$ cat src/shared/hostport_pkg.sv
// holds register offsets, field positions, reset values and types shared
// by the host port block and its helpers
// assumes a 32-bit apb register bus with byte addresses
package hostport_pkg;

  // ==========================================================
  // bus, pin and event widths
  localparam int ADDR_W = 8;
  localparam int DATA_W = 32;
  localparam int PD_W = 8;
  localparam int PE_W = 3;
  localparam int EVT_W = 3;

  // ==========================================================
  // register byte offsets
  localparam logic [ADDR_W-1:0] OFS_PORT_D_PIN = 8'h00;
  localparam logic [ADDR_W-1:0] OFS_PORT_D_LAT = 8'h04;
  localparam logic [ADDR_W-1:0] OFS_PORT_D_DIR = 8'h08;
  localparam logic [ADDR_W-1:0] OFS_PORT_E_PIN = 8'h0c;
  localparam logic [ADDR_W-1:0] OFS_PORT_E_LAT = 8'h10;
  localparam logic [ADDR_W-1:0] OFS_PORT_E_DIR = 8'h14;
  localparam logic [ADDR_W-1:0] OFS_GLOBAL_IRQ = 8'h18;
  localparam logic [ADDR_W-1:0] OFS_PIR_ONE = 8'h1c;
  localparam logic [ADDR_W-1:0] OFS_PIE_ONE = 8'h20;
  localparam logic [ADDR_W-1:0] OFS_IPR_ONE = 8'h24;
  localparam logic [ADDR_W-1:0] OFS_ANALOG_CFG = 8'h28;
  localparam logic [ADDR_W-1:0] OFS_EVT_STATUS = 8'h2c;
  localparam logic [ADDR_W-1:0] OFS_EVT_MASK = 8'h30;

  // ==========================================================
  // register selector codes
  typedef enum logic [3:0] {
    SEL_PORT_D_PIN, SEL_PORT_D_LAT, SEL_PORT_D_DIR, SEL_PORT_E_PIN,
    SEL_PORT_E_LAT, SEL_PORT_E_DIR, SEL_GLOBAL_IRQ, SEL_PIR_ONE,
    SEL_PIE_ONE, SEL_IPR_ONE, SEL_ANALOG_CFG, SEL_EVT_STATUS,
    SEL_EVT_MASK, SEL_NONE
  } reg_sel_type;

  // ==========================================================
  // field positions
  localparam int HSTAT_IN_FULL = 7;
  localparam int HSTAT_OUT_FULL = 6;
  localparam int HSTAT_OVFL = 5;
  localparam int HSTAT_EN = 4;
  // slot of the enable bit inside the stored 4-bit direction word
  localparam int HOST_EN_SLOT = 3;
  localparam int PIR_HOST_IRQ = 7;
  localparam int PE_RD = 0;
  localparam int PE_WR = 1;
  localparam int PE_CS = 2;
  localparam int EVT_HOST_WR = 0;
  localparam int EVT_HOST_RD = 1;
  localparam int EVT_OVERFLOW = 2;
  localparam logic [7:0] ANALOG_CFG_MASK = 8'hcf;

  // ==========================================================
  // reset values
  localparam logic [7:0] RST_PORT_D_LAT = 8'h00;
  localparam logic [7:0] RST_PORT_D_DIR = 8'hff;
  localparam logic [2:0] RST_PORT_E_LAT = 3'h0;
  localparam logic [2:0] RST_PORT_E_DIR = 3'h7;
  localparam logic [7:0] RST_BYTE = 8'h00;

  // ==========================================================
  // grouped signals
  typedef struct packed {
    logic in_full;
    logic out_full;
    logic in_ovfl;
  } host_flags_type;

  typedef struct packed {
    logic [PD_W-1:0] data;
    logic [PE_W-1:0] ctl;
  } host_pins_type;

endpackage

$ cat src/rtl/event_irq.sv
// sticky event status, mask and level interrupt output
// assumes write strobes are one-cycle pulses from the register slave
module event_irq
  import hostport_pkg::*;
(
  // clock and reset
  input wire logic i_clk,
  input wire logic i_rst,
  // event pulses
  input wire logic [EVT_W-1:0] i_evt,
  // software access
  input wire logic i_status_wr,
  input wire logic i_mask_wr,
  input wire logic [EVT_W-1:0] i_wdata,
  // state and interrupt
  output logic [EVT_W-1:0] o_status,
  output logic [EVT_W-1:0] o_mask,
  output logic o_irq
);

  logic [EVT_W-1:0] status_q, status_d;
  logic [EVT_W-1:0] mask_q, mask_d;

  // ==========================================================
  // next state: write one clears, a new event wins over the clear
  always_comb begin
    status_d = status_q;
    mask_d = mask_q;
    if (i_status_wr) begin
      status_d = status_q & ~i_wdata;
    end
    status_d = status_d | i_evt;
    if (i_mask_wr) begin
      mask_d = i_wdata;
    end
  end

  // registers
  always_ff @(posedge i_clk or posedge i_rst) begin
    if (i_rst) begin
      status_q <= '0;
      mask_q <= '0;
    end else begin
      status_q <= status_d;
      mask_q <= mask_d;
    end
  end

  assign o_status = status_q;
  assign o_mask = mask_q;
  // level output while any unmasked bit stands
  assign o_irq = |(status_q & mask_q);

endmodule

$ cat src/rtl/host_port.sv
// port d/e registers with an 8-bit parallel slave port for a host cpu
// assumes an apb master on I_CORE_CLK and asynchronous host strobes on pins
//
// Behaviour
// - host enable (bit 4 of port e direction) makes port d a host port.
// - the host reads and writes with no clock, using only its strobes.
// - the host sees the port d latch as one 8-bit read-write latch.
// - host mode: port e bit 0 is read, bit 1 write, bit 2 select strobe.
// - host write: select and write strobe first seen low capture port d.
// - host read: select and read strobe first seen low drive the latch.
// - the read strobe is active low and counts only while select is low.
// - the write strobe is active low and counts only while select is low.
// - select is active low; while high both strobes are ignored.
module host_port
  import hostport_pkg::*;
(
  // clock and reset
  input wire logic I_CORE_CLK,
  input wire logic I_RST,
  // apb slave
  input wire logic i_PSEL,
  input wire logic i_PENABLE,
  input wire logic i_PWRITE,
  input wire logic [hostport_pkg::ADDR_W-1:0] i_PADDR,
  input wire logic [hostport_pkg::DATA_W-1:0] i_PWDATA,
  output logic [hostport_pkg::DATA_W-1:0] o_PRDATA,
  output logic o_PREADY,
  output logic o_PSLVERR,
  // port d pins
  input wire logic [hostport_pkg::PD_W-1:0] i_PORT_D_IN,
  output logic [hostport_pkg::PD_W-1:0] o_PORT_D_OUT,
  output logic [hostport_pkg::PD_W-1:0] o_PORT_D_OE,
  // port e pins
  input wire logic [hostport_pkg::PE_W-1:0] i_PORT_E_IN,
  output logic [hostport_pkg::PE_W-1:0] o_PORT_E_OUT,
  output logic [hostport_pkg::PE_W-1:0] o_PORT_E_OE,
  // interrupt
  output logic o_IRQ
);

  // ==========================================================
  // address decode, used by the read path and the write path
  function automatic reg_sel_type decode(input logic [ADDR_W-1:0] addr);
    case (addr)
      OFS_PORT_D_PIN: decode = SEL_PORT_D_PIN;
      OFS_PORT_D_LAT: decode = SEL_PORT_D_LAT;
      OFS_PORT_D_DIR: decode = SEL_PORT_D_DIR;
      OFS_PORT_E_PIN: decode = SEL_PORT_E_PIN;
      OFS_PORT_E_LAT: decode = SEL_PORT_E_LAT;
      OFS_PORT_E_DIR: decode = SEL_PORT_E_DIR;
      OFS_GLOBAL_IRQ: decode = SEL_GLOBAL_IRQ;
      OFS_PIR_ONE: decode = SEL_PIR_ONE;
      OFS_PIE_ONE: decode = SEL_PIE_ONE;
      OFS_IPR_ONE: decode = SEL_IPR_ONE;
      OFS_ANALOG_CFG: decode = SEL_ANALOG_CFG;
      OFS_EVT_STATUS: decode = SEL_EVT_STATUS;
      OFS_EVT_MASK: decode = SEL_EVT_MASK;
      default: decode = SEL_NONE;
    endcase
  endfunction

  // ==========================================================
  // pin synchronisers
  host_pins_type pins_raw, pins;

  assign pins_raw = '{data: i_PORT_D_IN, ctl: i_PORT_E_IN};

  // strobes arrive with no relation to the core clock
  pin_sync #(
    .W(PD_W + PE_W)
  ) u_pin_sync (
    .i_clk(I_CORE_CLK),
    .i_rst(I_RST),
    .i_async(pins_raw),
    .o_sync(pins)
  );

  // ==========================================================
  // register state
  logic [7:0] dlat_q, dlat_d;
  logic [7:0] ddir_q, ddir_d;
  logic [2:0] late_q, late_d;
  logic [3:0] edir_q, edir_d; // host enable and direction bits
  host_flags_type flags_q, flags_d;
  logic [7:0] gctl_q, gctl_d;
  logic [7:0] pir_q, pir_d;
  logic [7:0] pie_q, pie_d;
  logic [7:0] ipr_q, ipr_d;
  logic [7:0] adcon_q, adcon_d;
  logic [DATA_W-1:0] prdata_q, prdata_d;
  logic err_q, err_d;

  // ==========================================================
  // host port sequencer
  typedef enum logic [1:0] {HOST_IDLE, HOST_WRITE, HOST_READ} host_state_type;
  host_state_type state_q, state_d;

  logic host_en;
  logic sel_act;
  logic wr_act;
  logic rd_act;
  logic host_wr_evt;
  logic host_rd_evt;
  logic host_done;

  assign host_en = edir_q[HOST_EN_SLOT];
  // strobes only count while selected
  assign sel_act = host_en & ~pins.ctl[PE_CS];
  assign wr_act = sel_act & ~pins.ctl[PE_WR];
  assign rd_act = sel_act & ~pins.ctl[PE_RD];

  // first detection opens an access, its end closes it
  always_comb begin
    state_d = state_q;
    host_wr_evt = 1'b0;
    host_rd_evt = 1'b0;
    host_done = 1'b0;
    case (state_q)
      HOST_IDLE: begin
        if (wr_act) begin
          state_d = HOST_WRITE;
          host_wr_evt = 1'b1;
        end else if (rd_act) begin
          state_d = HOST_READ;
          host_rd_evt = 1'b1;
        end
      end
      HOST_WRITE: begin
        if (!wr_act) begin
          state_d = HOST_IDLE;
          host_done = 1'b1;
        end
      end
      HOST_READ: begin
        if (!rd_act) begin
          state_d = HOST_IDLE;
          host_done = 1'b1;
        end
      end
      default: begin
        state_d = HOST_IDLE;
      end
    endcase
  end

  // sequencer register
  always_ff @(posedge I_CORE_CLK or posedge I_RST) begin
    if (I_RST) begin
      state_q <= HOST_IDLE;
    end else begin
      state_q <= state_d;
    end
  end

  // ==========================================================
  // apb decode
  logic setup;
  logic access;
  logic wr_acc;
  logic rd_acc;
  reg_sel_type acc_sel;
  reg_sel_type setup_sel;
  logic [7:0] wbyte;
  logic [EVT_W-1:0] evt;
  logic [EVT_W-1:0] evt_status;
  logic [EVT_W-1:0] evt_mask;

  assign setup = i_PSEL & ~i_PENABLE;
  assign access = i_PSEL & i_PENABLE;
  assign acc_sel = decode(i_PADDR);
  assign setup_sel = acc_sel;
  assign wr_acc = access & i_PWRITE;
  assign rd_acc = access & ~i_PWRITE;
  assign wbyte = i_PWDATA[7:0];

  // ==========================================================
  // register next values, hardware sets win over software clears
  always_comb begin
    dlat_d = dlat_q;
    ddir_d = ddir_q;
    late_d = late_q;
    edir_d = edir_q;
    flags_d = flags_q;
    gctl_d = gctl_q;
    pir_d = pir_q;
    pie_d = pie_q;
    ipr_d = ipr_q;
    adcon_d = adcon_q;
    if (wr_acc) begin
      case (acc_sel)
        SEL_PORT_D_PIN, SEL_PORT_D_LAT: begin
          dlat_d = wbyte;
          if (host_en) begin
            flags_d.out_full = 1'b1;
          end
        end
        SEL_PORT_D_DIR: ddir_d = wbyte;
        SEL_PORT_E_LAT: late_d = wbyte[2:0];
        SEL_PORT_E_DIR: begin
          // bit 3 of the word is unimplemented, the enable sits in slot 3
          edir_d[HOST_EN_SLOT] = wbyte[HSTAT_EN];
          edir_d[2:0] = wbyte[2:0];
          if (!wbyte[HSTAT_OVFL]) begin
            flags_d.in_ovfl = 1'b0;
          end
        end
        SEL_GLOBAL_IRQ: gctl_d = wbyte;
        SEL_PIR_ONE: pir_d = wbyte;
        SEL_PIE_ONE: pie_d = wbyte;
        SEL_IPR_ONE: ipr_d = wbyte;
        SEL_ANALOG_CFG: adcon_d = wbyte & ANALOG_CFG_MASK;
        default: begin
        end
      endcase
    end
    // software read of the port data drains the input latch
    if (rd_acc && acc_sel == SEL_PORT_D_PIN && host_en) begin
      flags_d.in_full = 1'b0;
    end
    // host write captures the bus into the single latch
    if (host_wr_evt) begin
      dlat_d = pins.data;
      flags_d.in_full = 1'b1;
      if (flags_q.in_full) begin
        flags_d.in_ovfl = 1'b1;
      end
    end
    if (host_rd_evt) begin
      flags_d.out_full = 1'b0;
    end
    if (host_done) begin
      pir_d[PIR_HOST_IRQ] = 1'b1;
    end
  end

  // ==========================================================
  // read data and error, captured in the setup cycle
  always_comb begin
    prdata_d = '0;
    err_d = 1'b0;
    if (setup && !i_PWRITE) begin
      case (setup_sel)
        SEL_PORT_D_PIN: prdata_d[7:0] = host_en ? dlat_q : pins.data;
        SEL_PORT_D_LAT: prdata_d[7:0] = dlat_q;
        SEL_PORT_D_DIR: prdata_d[7:0] = ddir_q;
        SEL_PORT_E_PIN: prdata_d[2:0] = pins.ctl;
        SEL_PORT_E_LAT: prdata_d[2:0] = late_q;
        SEL_PORT_E_DIR: prdata_d[7:0] = {flags_q.in_full, flags_q.out_full,
          flags_q.in_ovfl, edir_q[HOST_EN_SLOT], 1'b0, edir_q[2:0]};
        SEL_GLOBAL_IRQ: prdata_d[7:0] = gctl_q;
        SEL_PIR_ONE: prdata_d[7:0] = pir_q;
        SEL_PIE_ONE: prdata_d[7:0] = pie_q;
        SEL_IPR_ONE: prdata_d[7:0] = ipr_q;
        SEL_ANALOG_CFG: prdata_d[7:0] = adcon_q;
        SEL_EVT_STATUS: prdata_d[EVT_W-1:0] = evt_status;
        SEL_EVT_MASK: prdata_d[EVT_W-1:0] = evt_mask;
        default: err_d = 1'b1;
      endcase
    end else if (setup) begin
      err_d = (setup_sel == SEL_NONE) || (setup_sel == SEL_PORT_E_PIN);
    end
  end

  // register file and answer registers
  always_ff @(posedge I_CORE_CLK or posedge I_RST) begin
    if (I_RST) begin
      dlat_q <= RST_PORT_D_LAT;
      ddir_q <= RST_PORT_D_DIR;
      late_q <= RST_PORT_E_LAT;
      edir_q <= {1'b0, RST_PORT_E_DIR};
      flags_q <= '0;
      gctl_q <= RST_BYTE;
      pir_q <= RST_BYTE;
      pie_q <= RST_BYTE;
      ipr_q <= RST_BYTE;
      adcon_q <= RST_BYTE;
      prdata_q <= '0;
      err_q <= 1'b0;
    end else begin
      dlat_q <= dlat_d;
      ddir_q <= ddir_d;
      late_q <= late_d;
      edir_q <= edir_d;
      flags_q <= flags_d;
      gctl_q <= gctl_d;
      pir_q <= pir_d;
      pie_q <= pie_d;
      ipr_q <= ipr_d;
      adcon_q <= adcon_d;
      if (setup) begin
        prdata_q <= prdata_d;
        err_q <= err_d;
      end
    end
  end

  // ==========================================================
  // event interrupts
  assign evt[EVT_HOST_WR] = host_wr_evt;
  assign evt[EVT_HOST_RD] = host_rd_evt;
  assign evt[EVT_OVERFLOW] = host_wr_evt & flags_q.in_full;

  event_irq u_event_irq (
    .i_clk(I_CORE_CLK),
    .i_rst(I_RST),
    .i_evt(evt),
    .i_status_wr(wr_acc && acc_sel == SEL_EVT_STATUS),
    .i_mask_wr(wr_acc && acc_sel == SEL_EVT_MASK),
    .i_wdata(wbyte[EVT_W-1:0]),
    .o_status(evt_status),
    .o_mask(evt_mask),
    .o_irq(o_IRQ)
  );

  // ==========================================================
  // outputs
  assign o_PRDATA = prdata_q;
  assign o_PREADY = 1'b1; // every access completes in one access cycle
  assign o_PSLVERR = access & err_q;
  assign o_PORT_D_OUT = dlat_q;
  // host mode drives port d only during a host read
  assign o_PORT_D_OE = host_en ? {PD_W{state_q == HOST_READ}}
                               : ~ddir_q;
  assign o_PORT_E_OUT = late_q;
  // direction bits are trusted to be inputs in host mode
  assign o_PORT_E_OE = ~edir_q[2:0];

endmodule

$ cat src/rtl/pin_sync.sv
// two-flop synchroniser for a vector of pin inputs
// assumes every bit is an independent level from outside the clock domain
module pin_sync #(
  parameter int W = 1
) (
  // clock and reset
  input wire logic i_clk,
  input wire logic i_rst,
  // pins and synchronised levels
  input wire logic [W-1:0] i_async,
  output logic [W-1:0] o_sync
);

  // ==========================================================
  // one two-flop chain per bit
  genvar g;
  generate
    for (g = 0; g < W; g++) begin : g_bit
      logic meta_q;
      logic sync_q;
      // first stage feeds only the second
      always_ff @(posedge i_clk or posedge i_rst) begin
        if (i_rst) begin
          meta_q <= 1'b1;
          sync_q <= 1'b1;
        end else begin
          meta_q <= i_async[g];
          sync_q <= meta_q;
        end
      end
      assign o_sync[g] = sync_q;
    end
  endgenerate

endmodule

$ cat config.mk
export PLATFORM = sky130hd
export DESIGN_NAME = host_port
export DESIGN_NICKNAME = d
export VERILOG_FILES = /design/src/shared/hostport_pkg.sv /design/src/rtl/event_irq.sv /design/src/rtl/host_port.sv /design/src/rtl/pin_sync.sv
export SDC_FILE = /design/constraint.sdc
export NUM_CORES = 1
export LEC_CHECK = 0
export ABC_CLOCK_PERIOD_IN_PS = 10300
export BUFFER_PORTS_ARGS = -buffer_cell sky130_fd_sc_hd__buf_4
export CORE_MARGIN = 4
export CORE_UTILIZATION = 50
export CTS_CLUSTER_SIZE = 28
export DETAILED_ROUTE_END_ITERATION = 12
export PLACE_DENSITY = 0.82
export SLEW_MARGIN = 20
export SYNTH_ARGS = -nofsm -noshare
export SYNTH_HDL_FRONTEND = slang
export SYNTH_SLANG_ARGS = --single-unit
$ cat constraint.sdc
create_clock -name I_CORE_CLK -period 10.3 [get_ports I_CORE_CLK]
set_clock_uncertainty 0.05 [all_clocks]
set_input_delay 2.06 -clock I_CORE_CLK [delete_from_list [all_inputs] [get_ports I_CORE_CLK]]
set_output_delay 2.06 -clock I_CORE_CLK [all_outputs]
set_load 0.02 [all_outputs]
==> impl_metrics.csv, run 1 <==
group,metric,value,unit
sta,relSlewSlack,40.13,%
grt,grt_pass1_wl,21.16,mm
worst_hold_path,hp-class,"reg2reg",
sta,rsz0062_at_grt,"false",
power_and_ir_drop,p_total,0.7770,mW
floorplanning,die_height,110.0,µm
cts,cts_sinks,103,
yosys,async_reset_ff_share,100.0,%
sta,fin_setup_tns,0,ps
sta,max_slew.worst_pin.slew,894.7,ps
routing,routed_via_density,6.051,
run_status,outcome,"complete, no violations",
setup_path,worstPathArrival,2490,ps
sta,fin_crit,4597,ps
finish,drive_gt1_share,33.33,%
sta,fin_ws,5703,ps
yosys,post_synth.cell_area_avg,11.23,µm²
setup_path,startpoint,"i_PSEL",
routing,ant_nets,0,
finish,nFillCells,813,
floorplanning,die_area,12090,µm²
sta,period_share,44.63,%
place,pre_cts_ws,5705,ps
cts,cts.clk_slew.worst_paths,100,ps
setup_path,critPathMaxFanout,5,
cts,post_cts_buffers,0,
cts,cts_resized,0,
routing,first_pass_iters,5,
cts,postCtsHoldBufs,0,
place,dpl-instance-area,5642,µm²
power_and_ir_drop,leakage,2.661,nW
setup_path,critical_path_class,"in2out",
setup_path,r2r-start,"edir_q[3]",
setup_path,r2r_slack,7980,ps
floorplanning,io_pins,113,
cts,cts-root-buf,"clkbuf_8",
grt,grt_overflow_total,0,
setup_path,cp.required,8190,ps
place,placed_cells,633,
grt,grt_max_degree,66,
routing,num_vias,3927,
cts,cts_tree,"done",
sta,finalHoldViolations,0,
sta,finalSetupViolCount,0,
worst_hold_path,worstHoldStart,"u_pin_sync.g_bit[10].meta_q",
finish,fin_cells,649,
setup_path,cp-end-kind,"output pin",
sta,fmax,217.6,MHz
setup_path,start_kind,"primary input",
run,max_cap_viol_count,0,
routing,wl,13.06,mm
yosys,synthFlopType,"dfrtp_1",
place,hpwl,9.116,mm
grt,track_usage,22.98,%
cts,cts_made_buffers,9,
cts,clk-insertion-delay-late,370,ps
cts,clockBufferDepth,2,
yosys,synth-seq-cells,103,
power_and_ir_drop,powerDensity,133.2,nW/µm²
yosys,ys_seq_area_share,50.37,%
finish,fin_area,5832,µm²
routing,drc_errors,0,
floorplanning,dieWidth,110.0,µm
grt,first_global_vias,3961,
place,gp_congestion,0.9173,
floorplanning,rows,36,
yosys,yosysWarnings,0,
floorplanning,coreArea,9955,µm²
routing,wl_per_cell,20.13,µm
yosys,syn_area,5199,µm²
yosys,synth_cell_types,63,
finish,insertedDiodeCount,0,
yosys,synth-edff-count,0,
power_and_ir_drop,vdd_drop_max,85.51,µV
cts,htreeDepth,3,
sta,slew_violations,0,
grt,antenna_found_initial,0,
routing,drtIter0Drc,358,
yosys,synthCells,463,
finish,syn_to_final_growth,12.18,%
floorplanning,start_util,52.22,%
place,io_buffers,63,
finish,fin_nets,570,
-- worst max-delay path, cell delays in order --
cell and delay [ps]:
buf_4 120, and3_1 150, buf_4 150
-- per-layer routing --
| metal | vias to the layer above | track usage [%] | wire, µm |
|---|---|---|---|
| met5 | - | 0 | 0 |
| met4 | 0 | 8.459 | 428 |
| met3 | 45 | 5.520 | 1410 |
| met2 | 252 | 35.75 | 5957 |
| met1 | 1919 | 31.27 | 5265 |
| li1 | 1711 | - | - |
-- power breakdown --
| part | total [mW] | switching [mW] | internal, mW |
|---|---|---|---|
| registers | 0.436 | 0.0119 | 0.424 |
| logic | 0.0946 | 0.0609 | 0.0337 |
| clock network | 0.247 | 0.143 | 0.103 |
| total | 0.777 | 0.216 | 0.561 |
-- cells in the mapped netlist (all sizes together), types with 4 or more instances --
master | n | area share (%)
mux2i | 17 | 3.3
nand3b | 7 | 1.0
o21ai | 37 | 3.6
dfstp | 33 | 17
a32oi | 6 | 1.0
dfrtp | 70 | 34
nand2 | 52 | 3.8
nor3 | 9 | 1.5
mux2 | 65 | 15
a22o | 6 | 1.0
a21oi | 11 | 1.1
nor2 | 18 | 1.5
inv | 8 | 0.58
buf | 34 | 4.5
a22oi | 5 | 0.72
and3 | 4 | 0.48
nor2b | 4 | 0.48
nand3 | 11 | 1.3
clkbuf | 17 | 1.2
-- state kept, by name (all words and copies together) (netlist names), 2 cells and up --
| signal | cells |
|---|---|
| o_PORT_D_OUT | 8 |
| adcon_q | 6 |
| ipr_q | 8 |
| o_PORT_E_OUT | 3 |
| pir_q | 8 |
| edir_q | 4 |
| u_event_irq.o_mask | 3 |
| pie_q | 8 |
| gctl_q | 8 |
| o_PRDATA | 8 |
| u_event_irq.o_status | 3 |
| u_pin_sync.g_bit.meta_q | 11 |
| state_q | 2 |
| flags_q | 3 |
| u_pin_sync.g_bit.sync_q | 11 |
| ddir_q | 8 |
-- logic make-up (layout without fill, tap and decap cells) --
group                      Yosys count  in the layout  share of synthesized area, %
muxes                               82             82                         17.93
adders and majority gates            3              3                        0.7221
other                                2             25                        0.1445
and+or+nand+nor                    122            122                         12.66
AOI/OAI and AO/OA                   92             92                         11.82
buffers and inverters               59             89                         6.354
DFF                                103            103                         50.37
-- worst paths after layout --
kind	end	cells after the start
setup / recovery	o_PSLVERR	3
min in group asynchronous	o_PORT_D_OUT[1]	2
hold / removal	u_pin_sync.g_bit[10].sync_q	0
hold reg to reg	u_pin_sync.g_bit[10].sync_q	0
max in group asynchronous	o_PORT_E_OUT[0]	3
setup reg to reg	u_event_irq.o_status[2]	4
-- per-stage QoR --
stage               util, %  hold slack, ps
finish                58.58           311.1
global route          58.58           318.6
CTS                   58.58           312.2
detailed placement    56.67           297.6
global placement      56.67           295.9
floorplan                 -           295.2
-- cell type report --
type | count | area (µm²) | share of cell area, %
clock buffer | 11 | 151.4 | 2.596
clock inverter | 5 | 38.79 | 0.6651
inverter | 8 | 32.53 | 0.5578
multi-input combinational | 324 | 2336 | 40.06
sequential | 103 | 2619 | 44.90
tap | 133 | 166.4 | 2.853
timing repair buffer | 65 | 488.0 | 8.367
-- placed cells by master, fill, tap and decap left out, types with 3 or more instances in the layout --
cell,Yosys,final
o21ai_0,23,23
nand2_1,52,52
dfrtp_1,70,70
nand2b_1,3,3
nor2b_1,4,4
mux2_1,23,23
a31oi_1,3,3
mux2_2,34,34
a311oi_1,3,3
nand3_1,10,10
o21ai_1,13,13
buf_4,25,65
a21oi_1,11,11
dfstp_2,33,33
a32oi_1,6,6
mux2i_1,17,17
a22oi_1,5,5
inv_1,8,7
mux2_4,8,8
nor2_1,15,15
clkbuf_8,0,11
conb_1,2,25
inv_6,0,3
a22o_1,6,6
ha_1,3,3
and3_1,4,4
nand3b_1,7,7
nor3_1,5,5
Power figures use the tool's default switching activity.
==> run 2: changes to the inputs <==
--- a/config.mk
+++ b/config.mk
@@ -5,13 +5,13 @@
 export SDC_FILE = /design/constraint.sdc
 export NUM_CORES = 1
 export LEC_CHECK = 0
-export ABC_CLOCK_PERIOD_IN_PS = 10300
+export ABC_CLOCK_PERIOD_IN_PS = 4130
 export BUFFER_PORTS_ARGS = -buffer_cell sky130_fd_sc_hd__buf_4
 export CORE_MARGIN = 4
-export CORE_UTILIZATION = 50
+export CORE_UTILIZATION = 49
 export CTS_CLUSTER_SIZE = 28
 export DETAILED_ROUTE_END_ITERATION = 12
-export PLACE_DENSITY = 0.82
+export PLACE_DENSITY = 0.84
 export SLEW_MARGIN = 20
 export SYNTH_ARGS = -nofsm -noshare
 export SYNTH_HDL_FRONTEND = slang
==> constraint.sdc (replaced) <==
create_clock -name I_CORE_CLK -period 4.13 [get_ports I_CORE_CLK]
set_clock_uncertainty 0.05 [all_clocks]
set_input_delay 0.826 -clock I_CORE_CLK [delete_from_list [all_inputs] [get_ports I_CORE_CLK]]
set_output_delay 0.826 -clock I_CORE_CLK [all_outputs]
set_load 0.02 [all_outputs]
==> impl_metrics.csv, run 2 (synthesized netlist as in run 1, its figures left out) <==
group,metric,value,unit
place,io_buffers,63,
cts,cts_made_buffers,9,
cts,cts-root-buf,"clkbuf_8",
routing,drc_errors,0,
sta,period_share,71.70,%
grt,antenna_found_initial,0,
sta,rsz0062_at_grt,"false",
grt,grt_max_degree,73,
cts,cts.clk_slew.worst_paths,100,ps
floorplanning,coreArea,10320,µm²
finish,nFillCells,890,
finish,fin_nets,575,
setup_path,worst_path_largest_cell_delay,920,ps
sta,slew_violations,0,
power_and_ir_drop,p_total,1.904,mW
sta,fmax,337.7,MHz
finish,drive_gt1_share,33.78,%
sta,fin_crit,2961,ps
routing,wl_per_cell,20.46,µm
place,pre_cts_ws,1099,ps
cts,cts_resized,0,
setup_path,cp-end-kind,"output pin",
setup_path,cpMaxStageDelayCell,"dfrtp_1",
floorplanning,dieWidth,111.0,µm
routing,ant_nets,0,
finish,biggestRegsByFlops,"u_pin_sync.g_bit.meta_q (11), u_pin_sync.g_bit.sync_q (11)",
floorplanning,start_util,50.36,%
sta,fin_ws,1169,ps
cts,clockBufferDepth,2,
setup_path,worstPathCellList,"nand2_1 > o21ai_0 > buf_4",
setup_path,critPathMaxFanout,22,
worst_hold_path,hp-class,"reg2reg",
cts,clk-insertion-delay-late,370,ps
cts,htreeDepth,3,
sta,relSlewSlack,41.65,%
setup_path,worstPathArrival,2090,ps
finish,post-route-util,56.72,%
finish,syn_to_final_growth,12.64,%
routing,first_pass_iters,5,
floorplanning,rows,37,
routing,num_vias,3940,
finish,layout_common_cells,"dfrtp_1, buf_4, nand2_1, mux2_2, dfstp_2",
grt,track_usage,22.25,%
floorplanning,io_pins,113,
power_and_ir_drop,vdd_drop_max,201.1,µV
cts,cts_tree,"done",
grt,first_global_vias,4108,
power_and_ir_drop,leakage,2.669,nW
run_status,outcome,"complete, no violations",
routing,drtIter0Drc,374,
setup_path,critical_path_class,"reg2out",
cts,postCtsHoldBufs,0,
sta,whs,310.5,ps
finish,insertedDiodeCount,0,
floorplanning,die_area,12320,µm²
sta,finalHoldViolations,0,
cts,cts_sinks,103,
floorplanning,die_height,111.0,µm
setup_path,start_kind,"register",
setup_path,crit_family,"flip-flops",
place,hpwl,9.316,mm
sta,fin_setup_tns,0,ps
setup_path,crit_buf_inv,1,
routing,wl,13.44,mm
setup_path,cp.required,3250,ps
routing,routed_via_density,5.997,
run,max_cap_viol_count,0,
grt,grt_pass1_wl,21.91,mm
cts,post_cts_buffers,0,
sta,max_slew.worst_pin.slew,875.3,ps
sta,finalSetupViolCount,0,
place,gp_congestion,0.9441,
grt,grt_overflow_total,0,
power_and_ir_drop,powerDensity,325.1,nW/µm²
## run 2: changes by cell type in the layout (fill, tap and decap cells not counted), sizes merged
cell	change
clkbuf	-1
buf	+5
inv	-2
clkinvlp	+2
clkinv	+1
## run 2: per-layer routing
metal | GRT usage [%] | up-vias | share of wire [%]
met5 | 0 | - | 0
met4 | 9.278 | 0 | 2.6
met1 | 28.90 | 1961 | 40
met2 | 35.60 | 233 | 47
met3 | 5.513 | 29 | 10
li1 | - | 1717 | -
## run 2: path summary, 6_finish.rpt
kind,from,endpoint,slack [ps],depth (start not counted)
max in group asynchronous,I_RST,edir_q[1],2610,3
min in group asynchronous,I_RST,o_PORT_D_OUT[3],590,2
setup reg to reg,edir_q[3],u_event_irq.o_status[2],1850,4
hold reg to reg,u_pin_sync.g_bit[10].meta_q,u_pin_sync.g_bit[10].sync_q,310,0
setup / recovery,edir_q[3],o_PORT_D_OE[0],1170,3
hold / removal,u_pin_sync.g_bit[10].meta_q,u_pin_sync.g_bit[10].sync_q,310,0
## run 2: cell type report
type	instances	area, µm²	area share (%)
Multi-Input combinational cell	324	2336	39.89
Clock inverter	6	45.04	0.7692
Timing Repair Buffer	70	525.5	8.974
Tap cell	136	170.2	2.906
Clock buffer	10	127.6	2.179
Sequential cell	103	2619	44.72
Inverter	8	32.53	0.5556
## run 2: metrics by stage
| step | cell area [µm²] | std cells |
|---|---|---|
| 4_1_cts | 5856 | 657 |
| 3_5_place_dp | 5683 | 641 |
| 3_3_place_gp | 5683 | 641 |
| 2_1_floorplan | 5285 | 486 |
| 5_1_grt | 5856 | 657 |
| 6_report | 5856 | 657 |
## run 2: worst reg2reg max path, cell delays in order (launching register included)
cell,delay (ps)
dfrtp_1,920
nand2b_1,180
nor2_1,160
and2_1,660
a22o_1,260
## run 2: power breakdown
| part | leakage (nW) | switching, mW | internal (mW) |
|---|---|---|---|
| Combinational | 1.31 | 0.155 | 0.0874 |
| Sequential | 1.28 | 0.0302 | 1.06 |
| Clock | 0.0789 | 0.353 | 0.221 |
==> run 3: changes to the inputs <==
--- a/config.mk
+++ b/config.mk
@@ -5,13 +5,13 @@
 export SDC_FILE = /design/constraint.sdc
 export NUM_CORES = 1
 export LEC_CHECK = 0
-export ABC_CLOCK_PERIOD_IN_PS = 4130
+export ABC_CLOCK_PERIOD_IN_PS = 3000
 export BUFFER_PORTS_ARGS = -buffer_cell sky130_fd_sc_hd__buf_4
 export CORE_MARGIN = 4
-export CORE_UTILIZATION = 49
+export CORE_UTILIZATION = 50
 export CTS_CLUSTER_SIZE = 28
 export DETAILED_ROUTE_END_ITERATION = 12
-export PLACE_DENSITY = 0.84
+export PLACE_DENSITY = 0.82
 export SLEW_MARGIN = 20
 export SYNTH_ARGS = -nofsm -noshare
 export SYNTH_HDL_FRONTEND = slang
==> constraint.sdc (replaced) <==
create_clock -name I_CORE_CLK -period 3 [get_ports I_CORE_CLK]
set_clock_uncertainty 0.05 [all_clocks]
set_input_delay 0.6 -clock I_CORE_CLK [delete_from_list [all_inputs] [get_ports I_CORE_CLK]]
set_output_delay 0.6 -clock I_CORE_CLK [all_outputs]
set_load 0.02 [all_outputs]
==> impl_metrics.csv, run 3 (synthesized netlist as in run 1, its figures left out) <==
group,metric,value,unit
setup_path,critPathMaxFanout,13,
routing,drc_errors,0,
finish,biggestRegsByFlops,"u_pin_sync.g_bit.meta_q (11), u_pin_sync.g_bit.sync_q (11)",
sta,relSlewSlack,46.98,%
sta,fin_crit,2387,ps
setup_path,worstPathArrival,1740,ps
floorplanning,dieWidth,110.0,µm
cts,postCtsHoldBufs,0,
floorplanning,start_util,52.22,%
finish,drive_gt1_share,35.03,%
routing,wl,13.78,mm
setup_path,critical_path_class,"reg2out",
power_and_ir_drop,vdd_drop_max,254.7,µV
cts,cts_made_buffers,9,
place,placed_cells,648,
sta,finalSetupViolCount,0,
grt,grt_max_degree,47,
sta,period_share,79.56,%
routing,ant_nets,0,
power_and_ir_drop,powerDensity,454.5,nW/µm²
place,hpwl,9.839,mm
sta,rsz0062_at_grt,"false",
run_status,outcome,"complete, no violations",
grt,antenna_found_initial,0,
floorplanning,rows,36,
place,io_buffers,63,
sta,finalHoldViolations,0,
finish,final_common_cell,"buf_4",
finish,layout_common_cells,"buf_4, dfrtp_1, nand2_1, mux2_2, dfstp_2",
grt,grt_pass1_wl,22.05,mm
sta,fmax,418.9,MHz
floorplanning,die_area,12090,µm²
setup_path,crit_buf_inv,1,
cts,cts_sinks,103,
cts,cts_resized,0,
setup_path,start_kind,"register",
floorplanning,die_height,110.0,µm
routing,first_pass_iters,5,
setup_path,cpMaxStageDelayCell,"dfrtp_1",
cts,clk-insertion-delay-late,370,ps
setup_path,crit_family,"flip-flops",
routing,num_vias,4003,
finish,nFillCells,856,
setup_path,reg2reg_depth,5,
worst_hold_path,hp-class,"in2async",
setup_path,cp-end-kind,"output pin",
finish,fin_cells,664,
finish,final-seq-area,2619,µm²
routing,routed_via_density,6.029,
cts,htreeDepth,3,
grt,grt_overflow_total,0,
floorplanning,io_pins,113,
setup_path,cp.required,2350,ps
setup_path,worstPathCellList,"nand2_1 > o21ai_0 > buf_4",
place,gp_congestion,0.9443,
setup_path,worst_path_largest_cell_delay,720,ps
cts,cts-root-buf,"clkbuf_8",
power_and_ir_drop,leakage,2.739,nW
finish,insertedDiodeCount,0,
grt,first_global_vias,4119,
cts,clockBufferDepth,2,
finish,fin_nets,585,
routing,wl_per_cell,20.75,µm
finish,multi_input_area,2336,µm²
cts,post_cts_buffers,0,
setup_path,crit_cells,3,
cts,cts.clk_slew.worst_paths,100,ps
cts,cts_tree,"done",
sta,max_slew.worst_pin.slew,795.2,ps
sta,fin_setup_tns,0,ps
finish,syn_to_final_growth,14.73,%
sta,slew_violations,0,
routing,drtIter0Drc,301,
run,max_cap_viol_count,0,
grt,track_usage,24.11,%
floorplanning,coreArea,9955,µm²
[run 3: cell types whose count changed in the layout (fill, tap and decap cells not counted), sizes merged]
cell,previous run,this run
buf,70,80
clkinvlp,3,2
bufinv,0,1
[run 3: layout make-up]
| class | count | share of cell area [%] |
|---|---|---|
| Timing Repair Buffer | 80 | 10.28 |
| Multi-Input combinational cell | 324 | 39.17 |
| Tap cell | 133 | 2.790 |
| Inverter | 8 | 0.5664 |
| Clock inverter | 6 | 1.154 |
| Sequential cell | 103 | 43.91 |
| Clock buffer | 10 | 2.140 |
[run 3: final timing paths]
check                                                start                         end  slack, ps
worst min-delay path                                 I_RST             o_PORT_D_OUT[1]        270
worst max register to register                   edir_q[3]             o_PORT_D_OUT[5]        930
worst min register to register  u_pin_sync.g_bit[0].meta_q  u_pin_sync.g_bit[0].sync_q        310
worst max-delay path                             edir_q[3]              o_PORT_D_OE[0]        610
min in group I_CORE_CLK                     i_PORT_D_IN[6]  u_pin_sync.g_bit[9].meta_q        270
max in group asynchronous                            I_RST  u_pin_sync.g_bit[4].sync_q       1820
[run 3: power breakdown]
part / internal, mW / leakage, nW / switching [mW]
registers: 1.46 / 1.28 / 0.0423
logic: 0.125 / 1.37 / 0.214
clock network: 0.392 / 0.0973 / 0.482
[run 3: metrics by stage]
step	worst slack (ps)	power, mW	area (µm²)	hold WS [ps]	utilization, %
floorplan	853.8	1.736	5289	295.2	-
global placement	432.0	1.847	5768	295.8	57.94
detailed placement	390.5	1.857	5768	297.8	57.94
CTS	599.4	2.723	5964	263.6	59.92
global route	482.2	2.821	5964	247.5	59.92
finish	613.1	2.711	5964	269.8	59.92
[run 3: layer usage]
layer	global-route usage, %	vias up	part of all wire [%]
met1	31.68	1978	41
met5	0	-	0
li1	-	1745	-
met3	6.283	43	9.4
met2	37.26	237	46
met4	11.22	0	3.5
